--- src/pkg/serial_fuse_pkg.sv ---
// Constants and carrier types for the serial port and fuse check control block.
// Assumes one 100 MHz clock and a same-clock register port from the serial host logic.
package serial_fuse_pkg;

    // ------------------------------------------------------------
    // Register map
    // ------------------------------------------------------------
    localparam logic [7:0] SERIAL_PORT_READY_CONFIG_OFFSET = 8'h28;
    localparam logic [7:0] FUSE_CHECK_CONTROL_OFFSET       = 8'h29;
    localparam logic [7:0] SERIAL_PORT_READY_CONFIG_RESET  = 8'h00;
    localparam logic [7:0] FUSE_CHECK_CONTROL_RESET        = 8'h00;

    // ------------------------------------------------------------
    // Field positions
    // ------------------------------------------------------------
    localparam int FILTER_BYPASS_BIT      = 7;
    localparam int HIGH_SPEED_ENABLE_BIT  = 6;
    localparam int SDA_SLOW_FALL_BIT      = 5;
    localparam int READY_ROUTE_SELECT_BIT = 0;
    localparam int FUSE_ECC_CHECK_BIT     = 7;
    localparam int FUSE_CRC_CHECK_BIT     = 6;
    localparam logic [7:0] SERIAL_PORT_WRITE_MASK = 8'hE1;

    // ------------------------------------------------------------
    // Timing
    // ------------------------------------------------------------
    localparam int CLOCK_PERIOD_NS    = 10;
    localparam int FILTER_STANDARD_NS = 50;
    localparam int FILTER_HIGH_NS     = 10;
    localparam logic [2:0] FILTER_STANDARD_CYCLES =
        3'((FILTER_STANDARD_NS + CLOCK_PERIOD_NS - 1) / CLOCK_PERIOD_NS);
    localparam logic [2:0] FILTER_HIGH_CYCLES =
        3'((FILTER_HIGH_NS + CLOCK_PERIOD_NS - 1) / CLOCK_PERIOD_NS);

    // ------------------------------------------------------------
    // Fuse memory layout
    // ------------------------------------------------------------
    localparam int FUSE_WORDS     = 16;
    localparam int FUSE_WIDTH     = 16;
    localparam logic [7:0] CRC_POLY = 8'h07;
    localparam logic [7:0] CRC_SEED = 8'hFF;

    // ------------------------------------------------------------
    // Carriers
    // ------------------------------------------------------------
    typedef struct packed {
        logic       write;
        logic       read;
        logic [7:0] addr;
        logic [7:0] wdata;
    } reg_req_t;

    typedef struct packed {
        logic       valid;
        logic [7:0] rdata;
    } reg_rsp_t;

    typedef struct packed {
        logic busy;
        logic ecc_error;
        logic crc_error;
    } status_word_two_t;

    typedef enum logic [1:0] {FUSE_IDLE, FUSE_ECC, FUSE_CRC} fuse_state_t;

endpackage

--- src/core/serial_fuse_ctrl.sv ---
// Serial port configuration and fuse memory integrity check control.
// Assumes register requests and fuse memory contents on the local clock,
// and two-wire bus pins arriving from outside, resynchronised here.
`timescale 1ns/10ps

// Functional notes
// RULE_01: Filter bypass bit set disables the two-wire input glitch filter.
// RULE_02: Four-wire build variant keeps the glitch filter disabled regardless.
// RULE_03: High-speed bit selects 10 ns filter width instead of 50 ns.
// RULE_04: Slow-fall bit drives the data line with a slower falling slope.
// RULE_05: Route select bit puts the sample ready signal onto output pin zero.
// RULE_06: Setting ECC bit starts fuse ECC check, error reported in status.
// RULE_07: Setting CRC bit starts fuse CRC check, error reported in status.
// RULE_08: With both check bits clear the fuse controller stays idle.
// RULE_09: Both configuration registers reset to all zero.
// RULE_10: Reserved bits four to one read zero and ignore writes.
module serial_fuse_ctrl
#(
    parameter bit FOUR_WIRE_VARIANT = 1'b0
)
(
    // Clock and reset
    input  wire logic                              clock,
    input  wire logic                              resetn,
    // Register port from the serial host logic
    input  wire serial_fuse_pkg::reg_req_t         reg_req,
    output serial_fuse_pkg::reg_rsp_t              reg_rsp,
    // Two-wire bus pins
    input  wire logic                              scl_in,
    input  wire logic                              sda_in,
    input  wire logic                              sda_drive_low,
    output logic                                   scl_filtered,
    output logic                                   sda_filtered,
    output logic                                   sda_out,
    output logic                                   sda_oe,
    output logic                                   sda_slow_fall,
    // Output pin zero
    input  wire logic                              sample_ready_signal,
    input  wire logic                              audio_out_data,
    output logic                                   audio_out_pin_zero,
    // Fuse memory contents and check status
    input  wire logic [serial_fuse_pkg::FUSE_WORDS*serial_fuse_pkg::FUSE_WIDTH-1:0] fuse_image,
    output serial_fuse_pkg::status_word_two_t      status_word_two
);
    import serial_fuse_pkg::*;

    // ------------------------------------------------------------
    // Register file
    // ------------------------------------------------------------
    logic [7:0] serial_port_ready_config;
    logic [7:0] fuse_check_control;
    wire        hit_serial = reg_req.addr == SERIAL_PORT_READY_CONFIG_OFFSET;
    wire        hit_fuse   = reg_req.addr == FUSE_CHECK_CONTROL_OFFSET;
    wire        write_serial = reg_req.write && hit_serial;
    wire        write_fuse   = reg_req.write && hit_fuse;
    wire [7:0]  next_serial_port_ready_config =
        reg_req.wdata & SERIAL_PORT_WRITE_MASK; // RULE_10

    logic       check_done;
    logic [7:0] next_fuse_check_control;

    // A write landing in the same cycle as completion wins over the clear.
    always_comb
    begin
        next_fuse_check_control = fuse_check_control;
        if (check_done)
        begin
            next_fuse_check_control[FUSE_ECC_CHECK_BIT] = 1'b0;
            next_fuse_check_control[FUSE_CRC_CHECK_BIT] = 1'b0;
        end
        if (write_fuse)
        begin
            next_fuse_check_control = reg_req.wdata;
        end
    end

    always_ff @(posedge clock or negedge resetn)
    begin
        if (!resetn)
        begin
            serial_port_ready_config <= SERIAL_PORT_READY_CONFIG_RESET; // RULE_09
            fuse_check_control       <= FUSE_CHECK_CONTROL_RESET; // RULE_09
        end
        else
        begin
            if (write_serial)
            begin
                serial_port_ready_config <= next_serial_port_ready_config;
            end
            fuse_check_control <= next_fuse_check_control;
        end
    end

    // ------------------------------------------------------------
    // Read answer
    // ------------------------------------------------------------
    wire [7:0] read_mux = hit_serial ? serial_port_ready_config :
                          hit_fuse   ? fuse_check_control : 8'h00;

    always_ff @(posedge clock or negedge resetn)
    begin
        if (!resetn)
        begin
            reg_rsp <= '0;
        end
        else
        begin
            reg_rsp.valid <= reg_req.read;
            reg_rsp.rdata <= reg_req.read ? read_mux : 8'h00;
        end
    end

    // ------------------------------------------------------------
    // Glitch filter
    // ------------------------------------------------------------
    wire filter_off = FOUR_WIRE_VARIANT ||
                      serial_port_ready_config[FILTER_BYPASS_BIT]; // RULE_01 RULE_02
    wire [2:0] filter_limit = serial_port_ready_config[HIGH_SPEED_ENABLE_BIT] ?
                              FILTER_HIGH_CYCLES : FILTER_STANDARD_CYCLES; // RULE_03
    wire [1:0] pin_raw = {sda_in, scl_in};
    logic [1:0] pin_clean;

    // A change must persist for the whole filter width before it passes;
    // shorter pulses are swallowed, adding one clock cycle less than that width as latency.
    genvar line;
    generate
        for (line = 0; line < 2; line++)
        begin : g_filter
            logic       sync_a;
            logic       sync_b;
            logic [2:0] stable_count;
            wire        differs = sync_b != pin_clean[line];
            wire [2:0]  next_count = stable_count + 3'h1;

            always_ff @(posedge clock or negedge resetn)
            begin
                if (!resetn)
                begin
                    sync_a       <= 1'b1;
                    sync_b       <= 1'b1;
                    stable_count <= 3'h0;
                    pin_clean[line] <= 1'b1;
                end
                else
                begin
                    sync_a <= pin_raw[line];
                    sync_b <= sync_a;
                    if (filter_off) // RULE_01
                    begin
                        pin_clean[line] <= sync_b;
                        stable_count    <= 3'h0;
                    end
                    else if (!differs)
                    begin
                        stable_count <= 3'h0;
                    end
                    else if (next_count >= filter_limit) // RULE_03
                    begin
                        pin_clean[line] <= sync_b;
                        stable_count    <= 3'h0;
                    end
                    else
                    begin
                        stable_count <= next_count;
                    end
                end
            end
        end
    endgenerate

    // ------------------------------------------------------------
    // Pin outputs
    // ------------------------------------------------------------
    wire next_pin_zero = serial_port_ready_config[READY_ROUTE_SELECT_BIT] ?
                         sample_ready_signal : audio_out_data; // RULE_05

    always_ff @(posedge clock or negedge resetn)
    begin
        if (!resetn)
        begin
            scl_filtered       <= 1'b1;
            sda_filtered       <= 1'b1;
            sda_out            <= 1'b0;
            sda_oe             <= 1'b0;
            sda_slow_fall      <= 1'b0;
            audio_out_pin_zero <= 1'b0;
        end
        else
        begin
            scl_filtered       <= pin_clean[0];
            sda_filtered       <= pin_clean[1];
            sda_out            <= 1'b0;
            sda_oe             <= sda_drive_low;
            sda_slow_fall      <= serial_port_ready_config[SDA_SLOW_FALL_BIT]; // RULE_04
            audio_out_pin_zero <= next_pin_zero; // RULE_05
        end
    end

    // ------------------------------------------------------------
    // Fuse integrity checker
    // ------------------------------------------------------------
    // ECC here is one even parity bit per word: it catches single flips but
    // cannot correct them, which is enough for a go/no-go status flag.
    logic [FUSE_WIDTH-1:0] fuse_word [FUSE_WORDS];
    fuse_state_t state;
    fuse_state_t next_state;
    logic [3:0]  word_index;
    logic [7:0]  crc_value;
    logic        ecc_error;
    logic        crc_error;

    genvar w;
    generate
        for (w = 0; w < FUSE_WORDS; w++)
        begin : g_fuse
            assign fuse_word[w] = fuse_image[w*FUSE_WIDTH +: FUSE_WIDTH];
        end
    endgenerate

    function automatic logic [7:0] crc_step(input logic [7:0] crc,
                                            input logic [15:0] data);
        logic [7:0] c;
        c = crc;
        for (int i = 15; i >= 0; i--)
        begin
            c = {c[6:0], 1'b0} ^ ((c[7] ^ data[i]) ? CRC_POLY : 8'h00);
        end
        return c;
    endfunction

    wire start_ecc  = fuse_check_control[FUSE_ECC_CHECK_BIT];
    wire start_crc  = fuse_check_control[FUSE_CRC_CHECK_BIT];
    wire last_word  = word_index == 4'(FUSE_WORDS - 1);
    wire [15:0] current_word = fuse_word[word_index];
    wire word_bad   = ^current_word;
    wire [7:0] crc_next = crc_step(crc_value, current_word);
    wire crc_bad    = crc_value != current_word[7:0];

    always_comb
    begin
        next_state = state;
        check_done = 1'b0;
        case (state)
            FUSE_IDLE:
            begin
                if (start_ecc) // RULE_06
                begin
                    next_state = FUSE_ECC;
                end
                else if (start_crc) // RULE_07
                begin
                    next_state = FUSE_CRC;
                end
            end
            FUSE_ECC:
            begin
                if (last_word)
                begin
                    next_state = start_crc ? FUSE_CRC : FUSE_IDLE;
                    check_done = !start_crc;
                end
            end
            FUSE_CRC:
            begin
                if (last_word)
                begin
                    next_state = FUSE_IDLE;
                    check_done = 1'b1;
                end
            end
            default:
            begin
                next_state = FUSE_IDLE; // RULE_08
            end
        endcase
    end

    always_ff @(posedge clock or negedge resetn)
    begin
        if (!resetn)
        begin
            state      <= FUSE_IDLE;
            word_index <= 4'h0;
            crc_value  <= CRC_SEED;
            ecc_error  <= 1'b0;
            crc_error  <= 1'b0;
        end
        else
        begin
            state      <= next_state;
            word_index <= (state == next_state && state != FUSE_IDLE) ?
                          word_index + 4'h1 : 4'h0;
            if (state == FUSE_IDLE)
            begin
                crc_value <= CRC_SEED;
                if (start_ecc)
                begin
                    ecc_error <= 1'b0;
                end
                if (start_crc && !start_ecc)
                begin
                    crc_error <= 1'b0;
                end
            end
            else if (state == FUSE_ECC)
            begin
                ecc_error <= ecc_error | word_bad; // RULE_06
                if (last_word && start_crc)
                begin
                    crc_error <= 1'b0;
                end
            end
            else if (state == FUSE_CRC)
            begin
                if (last_word)
                begin
                    crc_error <= crc_bad; // RULE_07
                end
                else
                begin
                    crc_value <= crc_next;
                end
            end
        end
    end

    always_ff @(posedge clock or negedge resetn)
    begin
        if (!resetn)
        begin
            status_word_two <= '0;
        end
        else
        begin
            status_word_two.busy      <= state != FUSE_IDLE;
            status_word_two.ecc_error <= ecc_error;
            status_word_two.crc_error <= crc_error;
        end
    end

endmodule // serial_fuse_ctrl

--- config.mk ---
export PLATFORM = sky130hd
export DESIGN_NAME = serial_fuse_ctrl
export DESIGN_NICKNAME = d
export VERILOG_FILES = /design/src/pkg/serial_fuse_pkg.sv /design/src/core/serial_fuse_ctrl.sv
export SDC_FILE = /design/constraint.sdc
export NUM_CORES = 1
export LEC_CHECK = 0
export ABC_AREA = 1
export BUFFER_PORTS_ARGS = -buffer_cell sky130_fd_sc_hd__buf_4
export CAP_MARGIN = 10
export CORE_AREA = 2 2 116 118
export CTS_CLUSTER_DIAMETER = 40
export DETAILED_ROUTE_END_ITERATION = 8
export DIE_AREA = 0 0 118 120
export PLACE_DENSITY = 0.83
export SYNTH_ARGS = -nofsm -noshare
export SYNTH_HDL_FRONTEND = slang
export SYNTH_SLANG_ARGS = --single-unit
--- constraint.sdc ---
create_clock -name clock -period 5.65 [get_ports clock]
set_clock_uncertainty 0.15 [all_clocks]
set_input_delay 0.2825 -clock clock [delete_from_list [all_inputs] [get_ports clock]]
set_output_delay 0.2825 -clock clock [all_outputs]
set_load 0.005 [all_outputs]
=== Word-level counts from Yosys, hierarchy flattened ===
Index checks and enable logic that the tools add are counted.

* Output and inout port bits: 18
* Bits of input ports: 281
* Bits in registers: 57

* Add/subtract/negate cells: 3
* Bitwise logic cells: 34
* Reductions and logical operators: 24
* Equality and inequality tests: 14
* $lt $le $gt $ge: 3
* Multiplexer cells: 61

{| class="wikitable"
|+ Operators with widths
! cell !! count
|-
| bitwise XOR 8 x 3 -> 8 bit || 16
|-
| two-way mux 3 bit || 23
|-
| binary-select mux 16 bit (select 4 bit) || 1
|-
| two-way mux 8 bit || 8
|-
| two-way mux 16 bit || 2
|-
| two-way mux 1 bit || 18
|-
| == test 8 x 6 -> 1 bit, second input constant || 2
|-
| nonzero test 2 bit || 8
|-
| parity 16 bit || 1
|-
| bitwise XOR 1 bit || 16
|-
| two-way mux 2 bit || 6
|-
| != test 8 bit || 1
|-
| adder 3 x 1 -> 3 bit, second input constant || 2
|-
| greater-or-equal comparator 3 bit || 2
|-
| one-hot mux 2 bit (3 select lines) || 1
|-
| AND reduction 2 bit || 3
|-
| nonzero test 3 bit || 2
|-
| greater-or-equal comparator 5 bit, second input constant || 1
|-
| logical AND 1 bit || 5
|-
| inverter 4 -> 5 bit || 1
|-
| adder 4 x 1 -> 4 bit, second input constant || 1
|-
| == test 4 bit, second input constant || 1
|-
| two-way mux 4 bit || 1
|-
| != test 2 x 1 -> 1 bit, second input constant || 2
|-
| other kinds (12) || 15
|}

=== Longest topological paths before layout ===
Gate-level depths: netlist (run 1).

* Depth in word-level cells: 56
* Mapped depth: 24
* Mapped depth without buffers: 22

=== Least setup slack after synthesis (run 1) ===
No wires, ideal clock.

* Path type: reg2reg
* Start: register word_index[0]
* End: register ecc_error
* Cell stages (with the launch flop): 16
* Required time: 5.387 ns
* Setup slack: 3.324 ns
* Library setup time: 0.113 ns
* Path buffers: 3
* Arrival time: 2.063 ns
* Cells stage by stage: dfrtp_1 > buf_6 > buf_8 > buf_6 > o211ai_1 > o211ai_1 > nand3_1 > nand2_1 > xnor2_1 > xor2_1 > xor2_1 > inv_1 > nand3_1 > nand3_1 > nand2_1 > inv_1

* Longest elaborated chain between the ends: 8

{| class="wikitable"
|+ Ends and longest elaborated chain
! element !! RTL line !! RTL
|-
| from (decl) || serial_fuse_ctrl.sv:207 || <nowiki>logic [3:0] word_index;</nowiki>
|-
| from (signal assigned) || serial_fuse_ctrl.sv:291 || <nowiki>word_index <= (state == next_state && state != FUSE_IDLE) ?</nowiki>
|-
| inverter 4 -> 5 bit (implied by the code) || serial_fuse_ctrl.sv:234 || <nowiki>wire [15:0] current_word = fuse_word[word_index];</nowiki>
|-
| binary-select mux 16 bit (select 4 bit) || serial_fuse_ctrl.sv:234 ||
|-
| two-way mux 16 bit (implied by the code) (2 in series) || serial_fuse_ctrl.sv:234 ||
|-
| parity 16 bit || serial_fuse_ctrl.sv:235 || <nowiki>wire word_bad = ^current_word;</nowiki>
|-
| OR 1 bit || serial_fuse_ctrl.sv:307 || <nowiki>ecc_error <= ecc_error | word_bad;</nowiki>
|-
| two-way mux 1 bit || serial_fuse_ctrl.sv:305 || <nowiki>else if (state == FUSE_ECC)</nowiki>
|-
| two-way mux 1 bit || serial_fuse_ctrl.sv:293 || <nowiki>if (state == FUSE_IDLE)</nowiki>
|-
| to (signal assigned) || serial_fuse_ctrl.sv:307 ||
|-
| to (decl) || serial_fuse_ctrl.sv:209 || <nowiki>logic ecc_error;</nowiki>
|}

No other way between the ends. The select of a mux whose other input is x is not followed.
A chain may end at the register's enable or synchronous reset.

=== Worst setup path in the final report (run 1) ===
Ends and elaborated chain as after synthesis.

==> results of run 1 <==
## worst max-delay path, delay by kind of cell (launching register included)
kind / cells / cell delay, ns
AOI/OAI and AO/OA: 2 / 0.46
xor gates and xnor gates: 3 / 0.71
buffers and inverters: 3 / 0.84
DFF: 1 / 0.78
and+or+nand+nor: 5 / 0.57
## kinds of logic (layout without fill, tap and decap cells)
group / after synthesis / after routing / synth area share
flip-flops: 57 / 57 / 0.2331
AND/OR/NAND/NOR: 583 / 583 / 0.3981
multiplexers: 6 / 6 / 0.01089
XOR/XNOR: 34 / 34 / 0.05404
buffers and inverters: 179 / 449 / 0.1371
AO/OA/AOI/OAI: 148 / 148 / 0.1440
other: 1 / 1 / 0.0006044
adder cells (fa/ha/maj): 11 / 11 / 0.02218
## through the flow
| stage | power (mW) | instance area (um^2) |
|---|---|---|
| finish | 3.308 | 8685 |
| global route | 3.648 | 8685 |
| CTS | 3.287 | 8685 |
| detailed placement | 2.705 | 8315 |
| global placement | 2.675 | 8315 |
| floorplan | 2.220 | 6205 |
## metal layers
layer | up-vias | track usage | wire length (um)
met1 | 3479 | 0.3714 | 9047
met3 | 68 | 0.08365 | 1875
met2 | 362 | 0.5451 | 10570
li1 | 3809 | - | -
met5 | - | 0 | 0
met4 | 0 | 0.1182 | 779
## how the worst min path moves through the flow
stage,cells past startpoint,slack [ns],end,start
after global routing,3,0.03,serial_port_ready_config[0]$_DFFE_PN0P_,reg_req[0]
after global placement,0,0.20,g_filter[0].sync_b$_DFF_PN1_,g_filter[0].sync_a$_DFF_PN1_
after floorplan,0,-0.16,audio_out_pin_zero$_DFF_PN0_,resetn
after detailed placement,0,0.20,g_filter[1].sync_b$_DFF_PN1_,g_filter[1].sync_a$_DFF_PN1_
after CTS,3,0.005,audio_out_pin_zero$_DFF_PN0_,sample_ready_signal
final,3,0.009,audio_out_pin_zero$_DFF_PN0_,sample_ready_signal
## state kept, by name, indices dropped and copies added (netlist names)
signal / flops
scl_filtered: 1
crc_value: 8
reg_rsp: 9
sda_slow_fall: 1
sda_oe: 1
state: 2
g_filter.sync_a: 2
serial_port_ready_config: 4
sda_filtered: 1
fuse_check_control: 8
g_filter.sync_b: 2
crc_error: 1
audio_out_pin_zero: 1
g_filter.stable_count: 6
pin_clean: 2
word_index: 4
status_word_two: 3
ecc_error: 1
## synth_stat cells, drive strengths merged
library cell  instances  area share
a21oi                 9      0.0079
a22oi                 1      0.0012
buf                  47       0.057
clkbuf                7      0.0042
clkinv                1     0.00060
conb                  1     0.00060
dfrtp                41        0.17
dfstp                16       0.068
ha                   11       0.022
inv                 124       0.075
mux2                  6       0.011
nand2               318        0.20
nand3               139        0.12
nand4                 2      0.0020
nor2                111       0.068
nor3                  5      0.0040
nor3b                 3      0.0036
nor4                  3      0.0030
o2111ai               1      0.0014
o211ai               21       0.026
o21a                  2      0.0024
o21ai                84       0.068
o221ai               16       0.023
o22ai                12       0.012
o31ai                 2      0.0024
or2                   2      0.0020
xnor2                13       0.020
xor2                 21       0.034
## layout make-up
class | instances | area, um^2 | share of cell area
timing repair buffer | 308 | 2327 | 0.2680
clock buffer | 14 | 274.0 | 0.03155
multi-input combinational | 783 | 3908 | 0.4499
clock inverter | 2 | 35.03 | 0.004034
tap | 176 | 220.2 | 0.02536
inverter | 125 | 469.2 | 0.05403
sequential | 57 | 1451 | 0.1671
## power by group
group	total, mW	internal (mW)	leakage, nW	switching [mW]
registers	0.568	0.485	0.696	0.0825
logic	2.19	0.819	3.88	1.37
clock network	0.555	0.376	0.153	0.178
total	3.31	1.68	4.73	1.63
## timing repair
item	in CTS	in global routing
endpoints found under the setup margin	0	0
endpoints found under the hold margin	46	0
hold buffers	6	0
==> metrics.txt, run 1 <==
status=complete, no violations; synthesized flop and latch total=57; peak supply drop=0.0002717 V; Post-Syn Area=6205 um^2; Leak=4.732 nW; port bufs=297; Fin Hold WS=0.009277 ns; core area=12980 um^2; Synth cell types=41; # diodes=0; Worst path max stage delay=0.78 ns; gr usage total=0.3139; die footprint=14160 um^2; area grow syn2layout=39.97%; Die Height=120 um; fmax=273.2 MHz; setup repair bufs after CTS=0; DP HPWL=16.57 mm; post-CTS sizing=0; vias per cell=5.268; Finished Layout Cells=1465; worst r2r src=word_index[0]$_DFF_PN0_; Die Span X=118 um; Slew headroom=0.2301; worst-skew pair later-pin latency=0.32 ns; CP max FO=89; initial core utilization=0.4780; fillcell total=1167; Post-Place Worst Slack=2.078 ns; CP required=5.72 ns; Worst-path clk slew=0.05 ns; unrepaired setup endpoints after global routing=no; startpoint types=register; htree depth=3; Starting DRT DRC Count=579; Hold WC Path Type=input port to register; TritonCTS clock tree=done; Core Util, Final=0.6691; ANT nets after route=0; Tcrit/Tclk final=0.6479; clock buffer count from CTS=9; worst path cell trace=buf_4 > o21ai_0 > o211ai_1 > nand3_1 > nand2_1 > xnor2_1 > xor2_1 > xor2_1 > inv_1 > nand3_1 > nand3_1 > nand2_1 > inv_1; MaxCap Viol Count=0; Slew Viols, Final=0; Detailed Routing Iterations Pass 1=5; Reg2Reg Depth=13; Final Hold Fails=0; Syn Inst Count=1019; fin nets=1576; critical path capture point type=register; largest net degree at the start of global routing=90; Placed Cells=1443; drt drc=0; routed vias=7718; Placer Congestion=1.010; syn avg cell area=6.089 um^2; vias in the first global route=7585; number of placement rows=42; io pins=299; setup ws final=1.989 ns; sequential share of the synthesized area=0.2331; WL/cell=15.21 um; GR Overflow Total=0; Worst-Margin Slew=1.155 ns; initial antenna violation count=0; setup TNS=0 ns; Syn. warnings=0; Crit. Startpoint=word_index[0]$_DFF_PN0_; synthesized netlist net count=1311; most frequent CP cell=nand3_1; clk buf depth=2; slowest library cell on the worst path=dfrtp_4; Detailed Route WL=22.28 mm; commonest non-fill, non-tap cells in the layout=302 x buf_4, 300 x nand2_1, 134 x nand3_1; CP arrival=3.73 ns; end point of the critical path=ecc_error$_DFFE_PN0P_; register-to-register setup slack=1.99 ns; clk sinks=57; Cell Pwr Density=380.9 nW/um^2; fraction of layout instances using a drive strength above 1=0.2909; first-pass GRT wire length=36.35 mm; commonest non-fill, non-tap cell in the layout=buf_4; Root Driver=clkbuf_16; R2R Path End=ecc_error$_DFFE_PN0P_; Tmin final=3.661 ns; setup violators final=0; crit path kind=register to register
Note: power is estimated with default switching activity, not from simulation.
==> run 2, diff against run 1 <==
Settings changed: ABC_AREA 1 to 0, CORE_AREA 2 2 116 118 to default, CORE_MARGIN from default to 2, CORE_UTILIZATION from default to 40, DIE_AREA 0 0 118 120 to default, PLACE_DENSITY 0.83 to 0.78.
Clock period 5.65 ns to 3.1 ns, I/O delays scaled along.
==> run 2 against run 1 <==
Net effect:
- the run now ends with hold timing, setup timing left
- critical path depth down 2
- sequential share of layout area increased by 0.60 points
- combinational power up 88%
- synthesized cell count down 63%
- hold slack worse by 0.012 ns
- sequential power up 83%
- largest cell class unchanged
- routed wire length down 16%
- first-iteration DRC count shrank 49%
- total power grew 83%
- clock-buffer cell count shrank 3
- largest power group unchanged
- design area is 3.4% lower
- critical path type unchanged
==> metrics.txt, run 2 <==
status=finished with violations; failing checks=hold timing, setup timing; core area=12060 um^2; fraction of layout instances using a drive strength above 1=0.6872; fin area=8389 um^2; htree depth=3; Root Driver=clkbuf_16; top-count cell post-synth=mux4_2; initial antenna violation count=1; startpoint types=register; fmax=307.2 MHz; Syn Inst Count=373; critical path capture point type=register; WL/cell=20.87 um; DP HPWL=15.30 mm; Die Height=115.5 um; commonest non-fill, non-tap cells in the layout=335 x buf_4, 70 x mux4_2, 38 x dfrtp_1; commonest register cell after synthesis=dfrtp_1; fin nets=1016; first-pass GRT wire length=27.28 mm; top flop regs=reg_rsp: 9 flops, crc_value: 8 flops, fuse_check_control: 8 flops; Placer Congestion=0.9477; largest net degree at the start of global routing=58; ANT nets after route=0; Final Hold Fails=1; largest area contributor in the netlist=mux4_2; vias per cell=5.312; Tmin final=3.255 ns; metal2 WL=9.774 mm; Tot Pwr=6.048 mW; synthesized netlist net count=665; syn avg cell area=13.34 um^2; Tcrit/Tclk final=1.050; Leak=3.889 nW; synthesized flop and latch total=57; worst-skew pair later-pin latency=0.32 ns; max FFs per register=9; CP required=3.19 ns; Post-Syn Area=4975 um^2; CP max FO=6; Worst-path clk slew=0.06 ns; peak supply drop=0.0005423 V; Detailed Route WL=18.72 mm; Async SR Flop Fraction=1.000; routed vias=4765; clk sinks=57; gr usage total=0.2729; vias in the first global route=5164; die footprint=13340 um^2; WL met3=1.932 mm; setup ws final=-0.1550 ns; Post-Place Worst Slack=-0.1780 ns; fillcell total=861; CP arrival=3.35 ns; Detailed Routing Iterations Pass 1=4; setup violators final=8; Syn. warnings=0; Finished Layout Cells=897; top post-synthesis cells by area=mux4_2 32%, dfrtp_1 21%, dfstp_2 8.5%, xnor2_1 6.3%, ha_1 2.8%; Top reg by flops=reg_rsp; Cell Pwr Density=721.0 nW/um^2; sequential share of the synthesized area=0.2907; Fin Hold WS=-0.002623 ns; # diodes=0; number of placement rows=40; crit path kind=register to register; drt drc=0; initial core utilization=0.4124; Worst-Margin Slew=0.6936 ns; unrepaired setup endpoints after global routing=yes; io pins=299; TritonCTS clock tree=done; Starting DRT DRC Count=293; Synth cell types=44; clock buffer count from CTS=9; GR Overflow Total=0; Die Span X=115.5 um; area grow syn2layout=68.64%; Hold WC Path Type=input port to register; Slew Viols, Final=0; share of the synthesized area in the top cell type=0.3169; commonest non-fill, non-tap cell in the layout=buf_4; MaxCap Viol Count=0; met1 WL=6.547 mm; Post-synth EDFFs=0; clk buf depth=2; Slew headroom=0.5376; port bufs=297; Area after DPL=7616 um^2; DR top layer=met5; Placed Cells=849; Post-synth top cells=70 x mux4_2, 41 x dfrtp_1, 36 x xnor2_1
==> run 2: cell count changes in the layout (fill, tap and decap cells not counted), moves of 61 or more <==
cell	before	now
inv_1	120	14
mux4_2	0	70
o21ai_0	68	7
nand3_1	134	12
nor2_1	110	20
nand2_1	300	10
==> run 2: logic make-up after synthesis <==
| logic type | count (synthesis) | share of synthesized area |
|---|---|---|
| compound gates | 39 | 0.05131 |
| xor+xnor | 62 | 0.1351 |
| fa+ha+maj | 11 | 0.02767 |
| buf+inv | 38 | 0.04628 |
| flops | 57 | 0.2907 |
| mux | 96 | 0.3788 |
| other cells | 1 | 0.0007538 |
| simple gates | 69 | 0.06942 |
==> run 2: timing repair <==
action,4_1_cts,5_1_grt
gates resized for setup,15,24
hold buffers,14,0
pin swaps,10,20
setup buffers,5,13
endpoints found under the setup margin,8,10
endpoints found under the hold margin,56,0
gates cloned,2,0
==> run 2: layout make-up <==
type	count	area, um^2	share of cell area
Clock inverter	5	31.28	0.003729
Clock buffer	11	242.7	0.02893
Sequential cell	57	1453	0.1732
Tap cell	168	210.2	0.02506
Multi-Input combinational cell	278	3490	0.4160
Inverter	14	52.55	0.006264
Timing Repair Buffer	364	2910	0.3469
==> run 2: critical path, stage by stage (launching register included) <==
cell and delay (ns):
dfrtp_4 0.46, buf_6 0.13, buf_12 0.12, mux4_1 0.53
mux4_2 0.53, xnor2_2 0.18, xnor2_2 0.17, xnor2_2 0.25
xnor2_2 0.17, xnor3_1 0.26, o21ai_1 0.13, a22oi_1 0.09
==> run 2: routing by layer <==
layer,GRT usage,vias to the layer above
li1,-,2150
met1,0.3192,2349
met2,0.4729,230
met3,0.1088,34
met4,0.06345,2
met5,0,-
==> run 2: through the flow <==
stage	util	TNS, ns
3_3_place_gp	0.6314	-0.1602
6_report	0.6955	-0.7115
4_1_cts	0.6794	-0.6550
5_1_grt	0.6955	-1.287
2_1_floorplan	-	0
3_5_place_dp	0.6314	-0.7981
==> run 2: path summary, 6_finish.rpt <==
kind | from | endpoint | slack (ns) | depth (start not counted)
worst max-delay path | word_index[0]$_DFF_PN0_ | crc_value[2]$_DFFE_PN1P_ | -0.16 | 11
worst min-delay path | reg_req[6] | serial_port_ready_config[6]$_DFFE_PN0P_ | -0.003 | 3
worst max register to register | word_index[0]$_DFF_PN0_ | crc_value[2]$_DFFE_PN1P_ | -0.16 | 11
worst min register to register | g_filter[0].sync_a$_DFF_PN1_ | g_filter[0].sync_b$_DFF_PN1_ | 0.20 | 0
max in group asynchronous | resetn | word_index[0]$_DFF_PN0_ | 1.99 | 2
min in group asynchronous | resetn | g_filter[1].stable_count[0]$_DFF_PN0_ | 0.29 | 2
==> run 2: power breakdown <==
part	internal [mW]	leakage [nW]	switching, mW
Combinational	2.42	3.04	1.69
Sequential	0.919	0.709	0.125
Clock	0.558	0.135	0.337
